**src/logic/acpoc_pkg.sv**
```systemverilog
// Shared constants and carrier types for the converter control block.
// Assumes a single conversion clock domain; no bus, all control bits are ports.
package acpoc_pkg;
  localparam int RESULT_WIDTH = 12;
  localparam int REQUEST_MIN_CYCLES = 3;
  localparam int READY_DROP_CYCLES = 3;
  localparam int SEQUENCE_CYCLES = 4000;
  // Latency figure is 10.25 cycles; whole cycles carried by the pipeline.
  localparam int RESULT_LATENCY_CYCLES = 10;
  localparam int COUNT_WIDTH = 13;
  localparam logic [COUNT_WIDTH-1:0] COUNT_ZERO = 13'h0000;
  localparam logic [COUNT_WIDTH-1:0] COUNT_ONE = 13'h0001;
  localparam logic [RESULT_WIDTH-1:0] RESULT_RESET = 12'h000;

  typedef struct packed {
    logic valid;
    logic [RESULT_WIDTH-1:0] data;
  } acpoc_word_type;

  typedef struct packed {
    logic [RESULT_WIDTH-1:0] out;
    logic [RESULT_WIDTH-1:0] oe;
  } acpoc_bus_type;

  typedef enum logic [2:0] {
    ACPOC_RUN,
    ACPOC_CAL_WAIT,
    ACPOC_CAL,
    ACPOC_PD_WAIT,
    ACPOC_PD,
    ACPOC_PD_EXIT
  } acpoc_state_type;
endpackage

```
**src/logic/acpoc_skid.sv**
```systemverilog
// Two-entry buffer with valid and ready on both sides.
// Assumes the same clock and synchronous active-low reset as its parent.
`timescale 1ns/1ps
module acpoc_skid
  import acpoc_pkg::*;
#(
  parameter int WIDTH = 12
) (
  input wire logic core_clk,
  input wire logic rst_n,
  input wire logic in_valid,
  output logic in_ready,
  input wire logic [WIDTH-1:0] in_data,
  output logic out_valid,
  input wire logic out_ready,
  output logic [WIDTH-1:0] out_data
);
  logic [WIDTH-1:0] mem [2];
  logic [WIDTH-1:0] next_mem [2];
  logic rd_ptr;
  logic wr_ptr;
  logic [1:0] count;
  logic next_rd_ptr;
  logic next_wr_ptr;
  logic [1:0] next_count;
  logic push;
  logic pop;

  always_comb begin
    push = in_valid && (count != 2'h2);
    pop = out_valid && out_ready;
    next_mem = mem;
    next_wr_ptr = wr_ptr;
    next_rd_ptr = rd_ptr;
    if (push) begin
      next_mem[wr_ptr] = in_data;
      next_wr_ptr = ~wr_ptr;
    end
    if (pop) begin
      next_rd_ptr = ~rd_ptr;
    end
    next_count = count + {1'b0, push} - {1'b0, pop};
  end

  always_ff @(posedge core_clk) begin
    if (!rst_n) begin
      rd_ptr <= 1'b0;
      wr_ptr <= 1'b0;
      count <= 2'h0;
    end else begin
      rd_ptr <= next_rd_ptr;
      wr_ptr <= next_wr_ptr;
      count <= next_count;
    end
    mem <= next_mem;
  end

  assign in_ready = (count != 2'h2);
  assign out_valid = (count != 2'h0);
  assign out_data = mem[rd_ptr];
endmodule

```
**src/logic/acpoc_top.sv**
```systemverilog
// Digital control and output stage of a pipelined sampling converter.
// Assumes the conversion clock is core_clk and pins arrive asynchronously.
// Functional notes
// - Ready drops three periods after calibration request; calibration lasts 4000 periods.
// - Power-down request held three periods; ready drops three periods later.
// - Leaving power-down takes 4000 periods before conversion resumes.
// - Result updates each rising edge, appearing 10.25 cycles after sampling.
// - Output enable released floats every result line.
// - Output enable asserted again drives the result lines once more.
// - Output enable is active low: drive while low, float while high.
// - While power-down request is high, stay low power; pipeline results invalid. Code enters power-down only from run.
// - Calibration request is level sensitive, starting after three high cycles.
`timescale 1ns/1ps
module acpoc_top
  import acpoc_pkg::*;
#(
  parameter int SEQUENCE_LEN = SEQUENCE_CYCLES,
  parameter int LATENCY = RESULT_LATENCY_CYCLES
) (
  input wire logic core_clk,
  input wire logic rst_n,
  input wire logic calibrate_request,
  input wire logic power_down_request,
  input wire logic output_enable_n,
  input wire logic [RESULT_WIDTH-1:0] sample_data,
  output logic ready,
  output logic power_down_active,
  output logic result_valid,
  output logic [RESULT_WIDTH-1:0] conversion_result_out,
  output logic [RESULT_WIDTH-1:0] conversion_result_oe
);
  logic [1:0] cal_sync;
  logic [1:0] pd_sync;
  logic [1:0] oe_sync;
  logic [1:0] next_cal_sync;
  logic [1:0] next_pd_sync;
  logic [1:0] next_oe_sync;
  logic [1:0] cal_high;
  logic [1:0] pd_high;
  logic [1:0] next_cal_high;
  logic [1:0] next_pd_high;
  logic cal_seen;
  logic pd_seen;
  acpoc_state_type state;
  acpoc_state_type next_state;
  logic [COUNT_WIDTH-1:0] count;
  logic [COUNT_WIDTH-1:0] next_count;
  logic next_ready;
  logic next_power_down_active;
  acpoc_word_type pipe [LATENCY-1];
  acpoc_word_type next_pipe [LATENCY-1];
  logic buf_in_ready;
  logic buf_out_valid;
  logic [RESULT_WIDTH-1:0] buf_out_data;
  acpoc_bus_type pins;
  acpoc_bus_type next_pins;
  logic next_result_valid;

  function automatic logic [COUNT_WIDTH-1:0] to_count(input int value);
    to_count = value[COUNT_WIDTH-1:0];
  endfunction

  // Request level filter: counts high cycles after the two-stage synchroniser.
  always_comb begin
    next_cal_sync = {cal_sync[0], calibrate_request};
    next_pd_sync = {pd_sync[0], power_down_request};
    next_oe_sync = {oe_sync[0], output_enable_n};
    next_cal_high = cal_sync[1] ? ((cal_high == 2'h3) ? cal_high : cal_high + 2'h1) : 2'h0;
    next_pd_high = pd_sync[1] ? ((pd_high == 2'h3) ? pd_high : pd_high + 2'h1) : 2'h0;
  end

  always_ff @(posedge core_clk) begin
    if (!rst_n) begin
      cal_sync <= 2'h0;
      pd_sync <= 2'h0;
      oe_sync <= 2'h3;
      cal_high <= 2'h0;
      pd_high <= 2'h0;
    end else begin
      cal_sync <= next_cal_sync;
      pd_sync <= next_pd_sync;
      oe_sync <= next_oe_sync;
      cal_high <= next_cal_high;
      pd_high <= next_pd_high;
    end
  end

  // The third consecutive high sample qualifies a request; shorter pulses are dropped.
  assign cal_seen = cal_sync[1] && (cal_high == 2'(REQUEST_MIN_CYCLES - 1));
  assign pd_seen = pd_sync[1] && (pd_high == 2'(REQUEST_MIN_CYCLES - 1));

  // Sequencer for calibration and power-down.
  always_comb begin
    next_state = state;
    next_count = count;
    next_ready = ready;
    next_power_down_active = power_down_active;
    case (state)
      ACPOC_RUN: begin
        next_ready = 1'b1;
        if (pd_seen) begin
          next_state = ACPOC_PD_WAIT;
          next_count = to_count(READY_DROP_CYCLES - 1);
        end else if (cal_seen) begin
          next_state = ACPOC_CAL_WAIT;
          next_count = to_count(READY_DROP_CYCLES - 1);
        end
      end
      ACPOC_CAL_WAIT: begin
        if (count == COUNT_ZERO) begin
          next_ready = 1'b0;
          next_state = ACPOC_CAL;
          next_count = to_count(SEQUENCE_LEN - 1);
        end else begin
          next_count = count - COUNT_ONE;
        end
      end
      ACPOC_CAL: begin
        if (count == COUNT_ZERO) begin
          next_ready = 1'b1;
          next_state = ACPOC_RUN;
        end else begin
          next_count = count - COUNT_ONE;
        end
      end
      ACPOC_PD_WAIT: begin
        if (count == COUNT_ZERO) begin
          next_ready = 1'b0;
          next_power_down_active = 1'b1;
          next_state = ACPOC_PD;
        end else begin
          next_count = count - COUNT_ONE;
        end
      end
      ACPOC_PD: begin
        if (!pd_sync[1]) begin
          next_state = ACPOC_PD_EXIT;
          next_count = to_count(SEQUENCE_LEN - 1);
        end
      end
      ACPOC_PD_EXIT: begin
        if (pd_sync[1]) begin
          next_state = ACPOC_PD;
        end else if (count == COUNT_ZERO) begin
          next_ready = 1'b1;
          next_power_down_active = 1'b0;
          next_state = ACPOC_RUN;
        end else begin
          next_count = count - COUNT_ONE;
        end
      end
      default: begin
        next_state = ACPOC_RUN;
        next_count = COUNT_ZERO;
      end
    endcase
  end

  always_ff @(posedge core_clk) begin
    if (!rst_n) begin
      state <= ACPOC_RUN;
      count <= COUNT_ZERO;
      ready <= 1'b1;
      power_down_active <= 1'b0;
    end else begin
      state <= next_state;
      count <= next_count;
      ready <= next_ready;
      power_down_active <= next_power_down_active;
    end
  end

  // Result pipeline: a word is marked invalid when taken during power-down or
  // calibration, so stale data never reaches the buffer as valid.
  // The buffer entry and the pin register are the last two stages, so a word reaches
  // the pins LATENCY edges after it was sampled; the quarter cycle is output delay.
  always_comb begin
    next_pipe[0].valid = ready && !power_down_active;
    next_pipe[0].data = sample_data;
    for (int i = 1; i < LATENCY - 1; i++) begin
      next_pipe[i] = pipe[i-1];
    end
  end

  always_ff @(posedge core_clk) begin
    if (!rst_n) begin
      for (int i = 0; i < LATENCY - 1; i++) begin
        pipe[i] <= '{valid: 1'b0, data: RESULT_RESET};
      end
    end else begin
      pipe <= next_pipe;
    end
  end

  acpoc_skid #(
    .WIDTH(RESULT_WIDTH)
  ) u_buffer (
    .core_clk(core_clk),
    .rst_n(rst_n),
    .in_valid(pipe[LATENCY-2].valid),
    .in_ready(buf_in_ready),
    .in_data(pipe[LATENCY-2].data),
    .out_valid(buf_out_valid),
    .out_ready(1'b1),
    .out_data(buf_out_data)
  );

  // The pin stage always drains, so the buffer never fills and no word is lost;
  // in_ready is kept for a receiver that may later stall.
  always_comb begin
    next_pins.out = buf_out_valid ? buf_out_data : pins.out;
    next_pins.oe = {RESULT_WIDTH{~oe_sync[1]}};
    next_result_valid = buf_out_valid && buf_in_ready;
  end

  always_ff @(posedge core_clk) begin
    if (!rst_n) begin
      pins <= '{out: RESULT_RESET, oe: RESULT_RESET};
      result_valid <= 1'b0;
    end else begin
      pins <= next_pins;
      result_valid <= next_result_valid;
    end
  end

  assign conversion_result_out = pins.out;
  assign conversion_result_oe = pins.oe;
endmodule

```
**config.mk**
```make
export PLATFORM = sky130hd
export DESIGN_NAME = acpoc_top
export DESIGN_NICKNAME = d
export VERILOG_FILES = /design/src/logic/acpoc_pkg.sv /design/src/logic/acpoc_skid.sv /design/src/logic/acpoc_top.sv
export SDC_FILE = /design/constraint.sdc
export NUM_CORES = 1
export LEC_CHECK = 0
export ABC_AREA = 1
export BUFFER_PORTS_ARGS = -buffer_cell sky130_fd_sc_hd__clkbuf_2
export CELL_PAD_IN_SITES_DETAIL_PLACEMENT = 1
export CELL_PAD_IN_SITES_GLOBAL_PLACEMENT = 1
export CORE_UTILIZATION = 45
export CTS_CLUSTER_SIZE = 8
export DETAILED_ROUTE_END_ITERATION = 16
export PLACE_DENSITY = 0.74
export SLEW_MARGIN = 0
export SYNTH_ARGS = -nofsm -noshare
export SYNTH_HDL_FRONTEND = slang
export SYNTH_HIERARCHICAL = 1
export SYNTH_SLANG_ARGS = --single-unit
```
**constraint.sdc**
```tcl
create_clock -name core_clk -period 3.5 [get_ports core_clk]
set_input_delay 0.35 -clock core_clk [delete_from_list [all_inputs] [get_ports core_clk]]
set_output_delay 0.35 -clock core_clk [all_outputs]
set_load 0.05 [all_outputs]
```
==> results of run 1 <==
-- cell families (layout without fill, tap and decap cells) --
| logic type | Yosys count | count (layout) |
|---|---|---|
| other | 1 | 1 |
| adders and majority gates | 7 | 7 |
| and+or+nand+nor | 337 | 337 |
| buffers and inverters | 195 | 237 |
| xor gates and xnor gates | 6 | 6 |
| DFF | 187 | 187 |
| AOI/OAI and AO/OA | 50 | 50 |
-- final cells by class --
cell class	count	area share
Clock inverter	11	0.01896
Inverter	161	0.08031
Tap cell	184	0.03060
Timing Repair Buffer	44	0.02993
Sequential cell	187	0.5294
Clock buffer	21	0.06402
Multi-Input combinational cell	401	0.2468
-- flip-flops by register name, indices dropped and copies added (netlist names), 3 cells and up --
register / count
conversion_result_out: 12
next_pipe: 104
u_buffer/mem: 24
count: 13
pipe: 13
state: 3
-- power by group --
group          leakage [nW]  total [mW]  internal, mW  switching, mW
Sequential             1.60        2.29          2.25         0.0417
Clock                 0.310        1.99          1.16          0.831
Combinational          2.30       0.419        0.0904          0.328
Total                  4.21        4.70          3.50           1.20
-- critical path, cell delays in order, from the launching register on --
cell	delay, ps
sky130_fd_sc_hd__dfxtp_1	570
sky130_fd_sc_hd__inv_2	70
sky130_fd_sc_hd__nand2_2	120
sky130_fd_sc_hd__nor2_1	60
sky130_fd_sc_hd__nand2_1	80
sky130_fd_sc_hd__nand2_1	110
sky130_fd_sc_hd__nor2_2	160
sky130_fd_sc_hd__nand2_4	170
sky130_fd_sc_hd__nor2_1	260
sky130_fd_sc_hd__nand2_1	110
sky130_fd_sc_hd__a21oi_2	120
-- through the flow --
stage          setup WS [ps]    util  area [µm²]  cells
2_1_floorplan           2028       -        6636    783
3_3_place_gp            1666  0.4766        6900    977
3_5_place_dp            1600  0.4766        6900    977
4_1_cts                 1590  0.5197        7525   1009
5_1_grt                 1420  0.5197        7525   1009
6_report                1589  0.5197        7525   1009
-- placed cells by master (no fill, tap or decap), types with 5 or more instances in the layout --
cell type,netlist,final
sky130_fd_sc_hd__nor3_1,5,5
sky130_fd_sc_hd__clkbuf_2,0,42
sky130_fd_sc_hd__nor2_1,56,56
sky130_fd_sc_hd__a21oi_1,12,12
sky130_fd_sc_hd__dfxtp_1,163,163
sky130_fd_sc_hd__inv_1,155,155
sky130_fd_sc_hd__nand2_2,9,9
sky130_fd_sc_hd__ha_1,7,7
sky130_fd_sc_hd__clkbuf_16,0,18
sky130_fd_sc_hd__a21oi_2,9,9
sky130_fd_sc_hd__nand2_1,233,233
sky130_fd_sc_hd__nand3_1,18,18
sky130_fd_sc_hd__inv_2,6,6
sky130_fd_sc_hd__edfxtp_1,24,24
sky130_fd_sc_hd__o21ai_0,20,20
-- final timing paths --
| path | slack [ps] | depth (start not counted) | to |
|---|---|---|---|
| min reg2reg | 380 | 1 | conversion_result_oe[0]$_SDFF_PN0_ |
| max | 1590 | 10 | count[11]$_SDFFE_PN0P_ |
| max reg2reg | 1590 | 10 | count[11]$_SDFFE_PN0P_ |
| min | 110 | 3 | next_pipe[93]$_SDFF_PN0_ |
-- routing by layer --
metal  part of all wire  global-route usage  wire [µm]  vias up
met3              0.025             0.04013        292       16
li1                   -                   -          -     2346
met2               0.51              0.2982       5894       64
met4              0.018             0.07831        207        0
met1               0.44              0.1879       5099     2110
met5                  0                   0          0        -
==> load_flow_metrics.sql, run 1 <==
INSERT INTO impl_metrics (metric_group, metric, value, unit) VALUES
('min_path', 'holdCritStartpoint', 'sample_data[2]', ''),
('setup_path', 'setup.worst_path.class', 'reg2reg', ''),
('clock_tree', 'cts_inserted_buffers', '17', ''),
('die', 'chipWidth', '123.4', 'µm'),
('yosys', 'synthXorXnorAreaFrac', '0.007919', ''),
('setup_path', 'worst_setup_path_end_kind', 'register', ''),
('final_layout', 'area_taken_by_multi_input_logic_gates', '1857', 'µm²'),
('yosys', 'synth.area.mux_share', '0', ''),
('clock_tree', 'clk_root_buffer_cell', 'sky130_fd_sc_hd__clkbuf_16', ''),
('yosys', 'synth_top_family_by_area', 'simple AND/OR/NAND/NOR gates', ''),
('power', 'peakVddDrop', '0.3591', 'mV'),
('yosys', 'synth_async_sr_flop_share', '0', ''),
('yosys', 'yosysWarnings', '6', ''),
('yosys', 'syn_area', '6636', 'µm²'),
('placement', 'gpl.final_weighted_congestion', '0.8180', ''),
('yosys', 'synth_simple_gate_area_share', '0.2130', ''),
('status', 'run_status', 'finished, final reports clean', ''),
('global_routing', 'globalRouteTotalUtil', '0.1676', ''),
('die', 'die_y', '123.4', 'µm'),
('global_routing', 'globalRouteOverflowTotal', '0', ''),
('yosys', 'synth_cells', '783', ''),
('min_path', 'worstHoldPathType', 'in2reg', ''),
('setup_path', 'timing.critical_path.arrival', '2250', 'ps'),
('die', 'floorplan.initialDensity', '0.4583', ''),
('die', 'top_level_ports', '44', ''),
('final_layout', 'syn2layout_area_growth', '13.39', '%'),
('timing', 'slew-limit-headroom', '0.3199', ''),
('yosys', 'synth_sequential_area_ratio', '0.6003', ''),
('yosys', 'synth_area_per_cell', '8.476', 'µm²'),
('die', 'die_area', '15240', 'µm²'),
('detailed_routing', 'via_count', '4536', ''),
('timing', 'final_hold_viol_count', '0', ''),
('setup_path', 'critPathRequiredTime', '3840', 'ps'),
('detailed_routing', 'avgViaCountPerCell', '4.496', ''),
('yosys', 'synth_commonest_cells', 'sky130_fd_sc_hd__nand2_1 (233), sky130_fd_sc_hd__dfxtp_1 (163), sky130_fd_sc_hd__inv_1 (155), sky130_fd_sc_hd__nor2_1 (56), sky130_fd_sc_hd__edfxtp_1 (24)', ''),
('clock_tree', 'cts-hold-fix-buffers', '0', ''),
('power', 'totalPowerFinal', '4.697', 'mW'),
('clock_tree', 'clock_sinks', '187', ''),
('clock_tree', 'cts_setup_buffers', '0', ''),
('yosys', 'synth-adder-area-share', '0.01320', ''),
('global_routing', 'first_global_vias', '4471', ''),
('final_layout', 'register_area', '3984', 'µm²'),
('global_routing', 'grt_pass1_wl', '19.72', 'mm'),
('setup_path', 'worst_setup_path_start_kind', 'register', ''),
('clock_tree', 'resized_cells_post_cts', '0', ''),
('setup_path', 'critical_path_peak_fanout', '16', ''),
('power', 'power_density', '624.3', 'nW/µm²'),
('yosys', 'yosysTopAreaCell', 'sky130_fd_sc_hd__dfxtp_1', ''),
('final_layout', 'fillers', '1721', ''),
('global_routing', 'grt_antenna_before_repair', '0', ''),
('timing', 'rsz_0062_raised_after_global_routing', 'false', ''),
('setup_path', 'critical_path.reg2reg.startpoint', 'state[1]$_SDFFE_PN0P_', ''),
('timing', 'final_period_minus_worst_setup_slack', '1911', 'ps'),
('yosys', 'synth.most_common_cell', 'sky130_fd_sc_hd__nand2_1', ''),
('yosys', 'synth-compound-area-share', '0.04506', ''),
('setup_path', 'startpoint', 'state[1]$_SDFFE_PN0P_', ''),
('timing', 'achievable-frequency', '523.2', 'MHz'),
('timing', 'fin_tns_setup', '0', 'ps'),
('clock_tree', 'cts-htree-levels', '4', ''),
('timing', 'final_hold_slack', '107.4', 'ps'),
('timing', 'worst_slew_pin_slew', '1016', 'ps'),
('detailed_routing', 'detail_route.first_pass.iterations', '4', ''),
('yosys', 'synth_flop_cell', 'sky130_fd_sc_hd__dfxtp_1', ''),
('placement', 'hpwl', '7.580', 'mm'),
('power', 'power_leakage', '4.210', 'nW'),
('clock_tree', 'clk_pin_slew', '70', 'ps'),
('clock_tree', 'cts_tree', 'done', ''),
('timing', 'timing.final.max_slew_violations', '0', ''),
('detailed_routing', 'post-route-drc-count', '0', ''),
('detailed_routing', 'detail-route-antenna-nets', '0', ''),
('yosys', 'synth-edff-count', '24', '');
Note: power is estimated with default switching activity, not from simulation.
==> run 2, diff against run 1 <==
--- a/config.mk
+++ b/config.mk
@@ -5,14 +5,14 @@
 export SDC_FILE = /design/constraint.sdc
 export NUM_CORES = 1
 export LEC_CHECK = 0
-export ABC_AREA = 1
+export ABC_AREA = 0
 export BUFFER_PORTS_ARGS = -buffer_cell sky130_fd_sc_hd__clkbuf_2
 export CELL_PAD_IN_SITES_DETAIL_PLACEMENT = 1
 export CELL_PAD_IN_SITES_GLOBAL_PLACEMENT = 1
 export CORE_UTILIZATION = 45
 export CTS_CLUSTER_SIZE = 8
 export DETAILED_ROUTE_END_ITERATION = 16
-export PLACE_DENSITY = 0.74
+export PLACE_DENSITY = 0.7
 export SLEW_MARGIN = 0
 export SYNTH_ARGS = -nofsm -noshare
 export SYNTH_HDL_FRONTEND = slang
==> constraint.sdc (replaced) <==
create_clock -name core_clk -period 1.8 [get_ports core_clk]
set_input_delay 0.18 -clock core_clk [delete_from_list [all_inputs] [get_ports core_clk]]
set_output_delay 0.18 -clock core_clk [all_outputs]
set_load 0.05 [all_outputs]
==> load_flow_metrics.sql, run 2 <==
INSERT INTO impl_metrics (metric_group, metric, value, unit) VALUES
('status', 'run_status', 'finished with violations', ''),
('status', 'failed_checks', 'setup timing', ''),
('placement', 'hpwl', '7.593', 'mm'),
('timing', 'final_period_minus_worst_setup_slack', '2032', 'ps'),
('yosys', 'yosysWarnings', '6', ''),
('die', 'fp.coreArea', '13880', 'µm²'),
('yosys', 'synth-compound-area-share', '0.07263', ''),
('timing', 'final.period_utilization', '1.129', ''),
('yosys', 'synth-adder-area-share', '0.01367', ''),
('global_routing', 'first_global_vias', '4232', ''),
('die', 'die_area', '14720', 'µm²'),
('yosys', 'synth_simple_gate_area_share', '0.2089', ''),
('clock_tree', 'cts_tree', 'done', ''),
('global_routing', 'grt_pass1_wl', '19.98', 'mm'),
('timing', 'timing.final.max_slew_violations', '0', ''),
('yosys', 'synth.area.top_cells', 'sky130_fd_sc_hd__dfxtp_1 (51%), sky130_fd_sc_hd__and2_1 (12%), sky130_fd_sc_hd__edfxtp_1 (11%)', ''),
('final_layout', 'nNetsFinal', '678', ''),
('clock_tree', 'clock_sinks', '187', ''),
('yosys', 'synth_flop_cell', 'sky130_fd_sc_hd__dfxtp_1', ''),
('timing', 'timing.final.ws_setup', '-232.4', 'ps'),
('timing', 'final_hold_viol_count', '0', ''),
('yosys', 'synth-seq-cells', '187', ''),
('yosys', 'syn_area', '6409', 'µm²'),
('global_routing', 'grt_antenna_before_repair', '0', ''),
('timing', 'finalSetupViolations', '17', ''),
('clock_tree', 'clk_root_buffer_cell', 'sky130_fd_sc_hd__clkbuf_16', ''),
('final_layout', 'syn2layout_area_growth', '25.40', '%'),
('final_layout', 'fillers', '1429', ''),
('detailed_routing', 'drt_iter0_markers', '192', ''),
('setup_path', 'cell_at_the_slowest_stage_of_the_critical_path', 'sky130_fd_sc_hd__or3_4', ''),
('yosys', 'yosysTopAreaCell', 'sky130_fd_sc_hd__dfxtp_1', ''),
('power', 'power_leakage', '3.260', 'nW'),
('die', 'num_rows', '43', ''),
('detailed_routing', 'detail_route.first_pass.iterations', '4', ''),
('timing', 'final_hold_slack', '122.2', 'ps'),
('placement', 'port-buffer-count', '43', ''),
('power', 'power_density', '1067', 'nW/µm²'),
('yosys', 'synth-edff-count', '24', ''),
('setup_path', 'critical_path_peak_fanout', '4', ''),
('yosys', 'synth_async_sr_flop_share', '0', ''),
('power', 'totalPowerFinal', '8.577', 'mW'),
('detailed_routing', 'routed_wire_length_per_instance', '14.37', 'µm'),
('detailed_routing', 'avgViaCountPerCell', '4.850', ''),
('timing', 'slew-limit-headroom', '0.6045', ''),
('detailed_routing', 'detail-route-antenna-nets', '0', ''),
('setup_path', 'setup.worst_path.class', 'reg2reg', ''),
('global_routing', 'globalRouteOverflowTotal', '0', ''),
('timing', 'clock_skew', '9.232', 'ps'),
('detailed_routing', 'post-route-drc-count', '0', ''),
('setup_path', 'timing.critical_path.buf_inv', '2', ''),
('final_layout', 'utilization', '0.5790', ''),
('clock_tree', 'cts-htree-levels', '4', ''),
('yosys', 'synth_cells', '565', ''),
('yosys', 'synthXorXnorAreaFrac', '0.004100', ''),
('die', 'die_y', '121.3', 'µm'),
('yosys', 'synth_commonest_cells', 'sky130_fd_sc_hd__dfxtp_1 (163), sky130_fd_sc_hd__and2_1 (123), sky130_fd_sc_hd__clkbuf_1 (25), sky130_fd_sc_hd__edfxtp_1 (24), sky130_fd_sc_hd__nor2_1 (20)', ''),
('clock_tree', 'cts_inserted_buffers', '17', ''),
('setup_path', 'timing.critical_path.arrival', '2390', 'ps'),
('detailed_routing', 'routed_wl', '12.17', 'mm'),
('global_routing', 'pin_count_of_the_biggest_net_entering_global_routing', '135', ''),
('final_layout', 'number_of_antenna_repair_diodes', '0', ''),
('placement', 'gpl.final_weighted_congestion', '0.8174', ''),
('detailed_routing', 'via_count', '4108', ''),
('yosys', 'synth.most_common_cell', 'sky130_fd_sc_hd__dfxtp_1', ''),
('yosys', 'synth.area.mux_share', '0.03983', ''),
('clock_tree', 'clk_pin_slew', '70', 'ps'),
('yosys', 'synth_largest_type_area_fraction', '0.5092', ''),
('setup_path', 'worst_setup_path_start_kind', 'register', ''),
('yosys', 'synth_area_per_cell', '11.34', 'µm²'),
('final_layout', 'drive_above_1_share', '0.2369', ''),
('final_layout', 'mostFrequentLayoutCell', 'sky130_fd_sc_hd__dfxtp_1', ''),
('setup_path', 'max_stage_delay', '400', 'ps'),
('min_path', 'worstHoldPathType', 'in2reg', ''),
('setup_path', 'path_cells', 'inv_2 > ha_4 > nor4b_4 > nand4b_1 > or3_4 > a21oi_4 > buf_6 > a31oi_1 > o2bb2ai_1', ''),
('final_layout', 'largest_reg_flops', '104', ''),
('final_layout', 'mostFrequentLayoutCells', 'sky130_fd_sc_hd__dfxtp_1 (161), sky130_fd_sc_hd__and2_1 (123), sky130_fd_sc_hd__clkbuf_2 (42), sky130_fd_sc_hd__buf_4 (42), sky130_fd_sc_hd__edfxtp_1 (24)', ''),
('yosys', 'netlist-cell-type-count', '57', ''),
('setup_path', 'critPathRequiredTime', '2160', 'ps'),
('power', 'peakVddDrop', '0.6921', 'mV'),
('job', 'max_cap_violations', '0', ''),
('die', 'floorplan.initialDensity', '0.4617', ''),
('clock_tree', 'cts_buffer_depth', '2', ''),
('setup_path', 'worst_setup_path_end_kind', 'register', ''),
('die', 'chipWidth', '121.3', 'µm'),
('setup_path', 'critical-path-top-delay-family', 'simple AND/OR/NAND/NOR gates', ''),
('die', 'top_level_ports', '44', ''),
('yosys', 'synth_sequential_area_ratio', '0.6216', ''),
('clock_tree', 'clk_latency', '430', 'ps'),
('timing', 'fin_tns_setup', '-2375', 'ps'),
('yosys', 'synth_top_family_by_area', 'simple AND/OR/NAND/NOR gates', ''),
('timing', 'rsz_0062_raised_after_global_routing', 'true', ''),
('timing', 'worst_slew_pin_slew', '592.4', 'ps'),
('timing', 'achievable-frequency', '492.0', 'MHz'),
('global_routing', 'globalRouteTotalUtil', '0.1770', '');
run 2: cell count changes in the layout (fill, tap and decap cells not counted), sizes merged, moves of 17 or more:
| cell | delta |
|---|---|
| nand2 | -229 |
| inv | -153 |
| and2 | +123 |
| buf | +48 |
| nor2 | -44 |
| nor2b | +17 |
run 2: final timing paths:
kind              cells after the start  slack [ps]                   from                                 end
setup / recovery                      9        -230  count[1]$_SDFFE_PN0P_              count[10]$_SDFFE_PN0P_
hold / removal                        2         120                  rst_n                  ready$_SDFFE_PN1P_
setup reg to reg                      9        -230  count[1]$_SDFFE_PN0P_              count[10]$_SDFFE_PN0P_
hold reg to reg                       1         390  oe_sync[1]$_SDFF_PN1_  conversion_result_oe[0]$_SDFF_PN0_
run 2: cells by family after synthesis:
kind of cell               Yosys count
other                                1
DFF                                187
xor gates and xnor gates             3
AOI/OAI and AO/OA                   70
muxes                               24
and+or+nand+nor                    221
adders and majority gates            7
buffers and inverters               52
run 2: what timing repair did:
item | 4_1_cts | 5_1_grt
hold buffers | 15 | 0
resized for setup | 27 | 13
pin swaps | 10 | 7
gates cloned | 0 | 0
setup endpoints to repair | 17 | 18
setup buffers | 5 | 5
hold endpoints to repair | 15 | 0
run 2: area by class of cell:
cell class                 instances  area (µm²)  share of cell area
timing repair buffer             107       774.5             0.09637
multi-input combinational        330        2351              0.2925
inverter                          11       41.29            0.005138
clock inverter                    10       173.9             0.02164
clock buffer                      22       484.2             0.06025
tap                              180       225.2             0.02802
sequential                       187        3986              0.4960
run 2: layer usage:
layer | GRT usage | vias up | share of wire
met2 | 0.3210 | 77 | 0.52
met4 | 0.08642 | 0 | 0.024
met1 | 0.1918 | 1944 | 0.42
li1 | - | 2061 | -
met3 | 0.04135 | 26 | 0.031
met5 | 0 | - | 0
run 2: power breakdown:
group / total [mW] / internal [mW] / switching [mW]
sequential: 4.29 / 4.27 / 0.0186
combinational: 0.219 / 0.0964 / 0.123
clock: 4.07 / 2.50 / 1.57
run 2: metrics by stage:
stage | std cells | setup slack (ps) | cell area (µm²)
after floorplan | 569 | 0.6746 | 6442
after global placement | 790 | -119.3 | 6984
after detailed placement | 790 | -264.4 | 6984
after CTS | 842 | -175.6 | 7931
after global routing | 847 | -324.7 | 8036
final | 847 | -232.4 | 8036
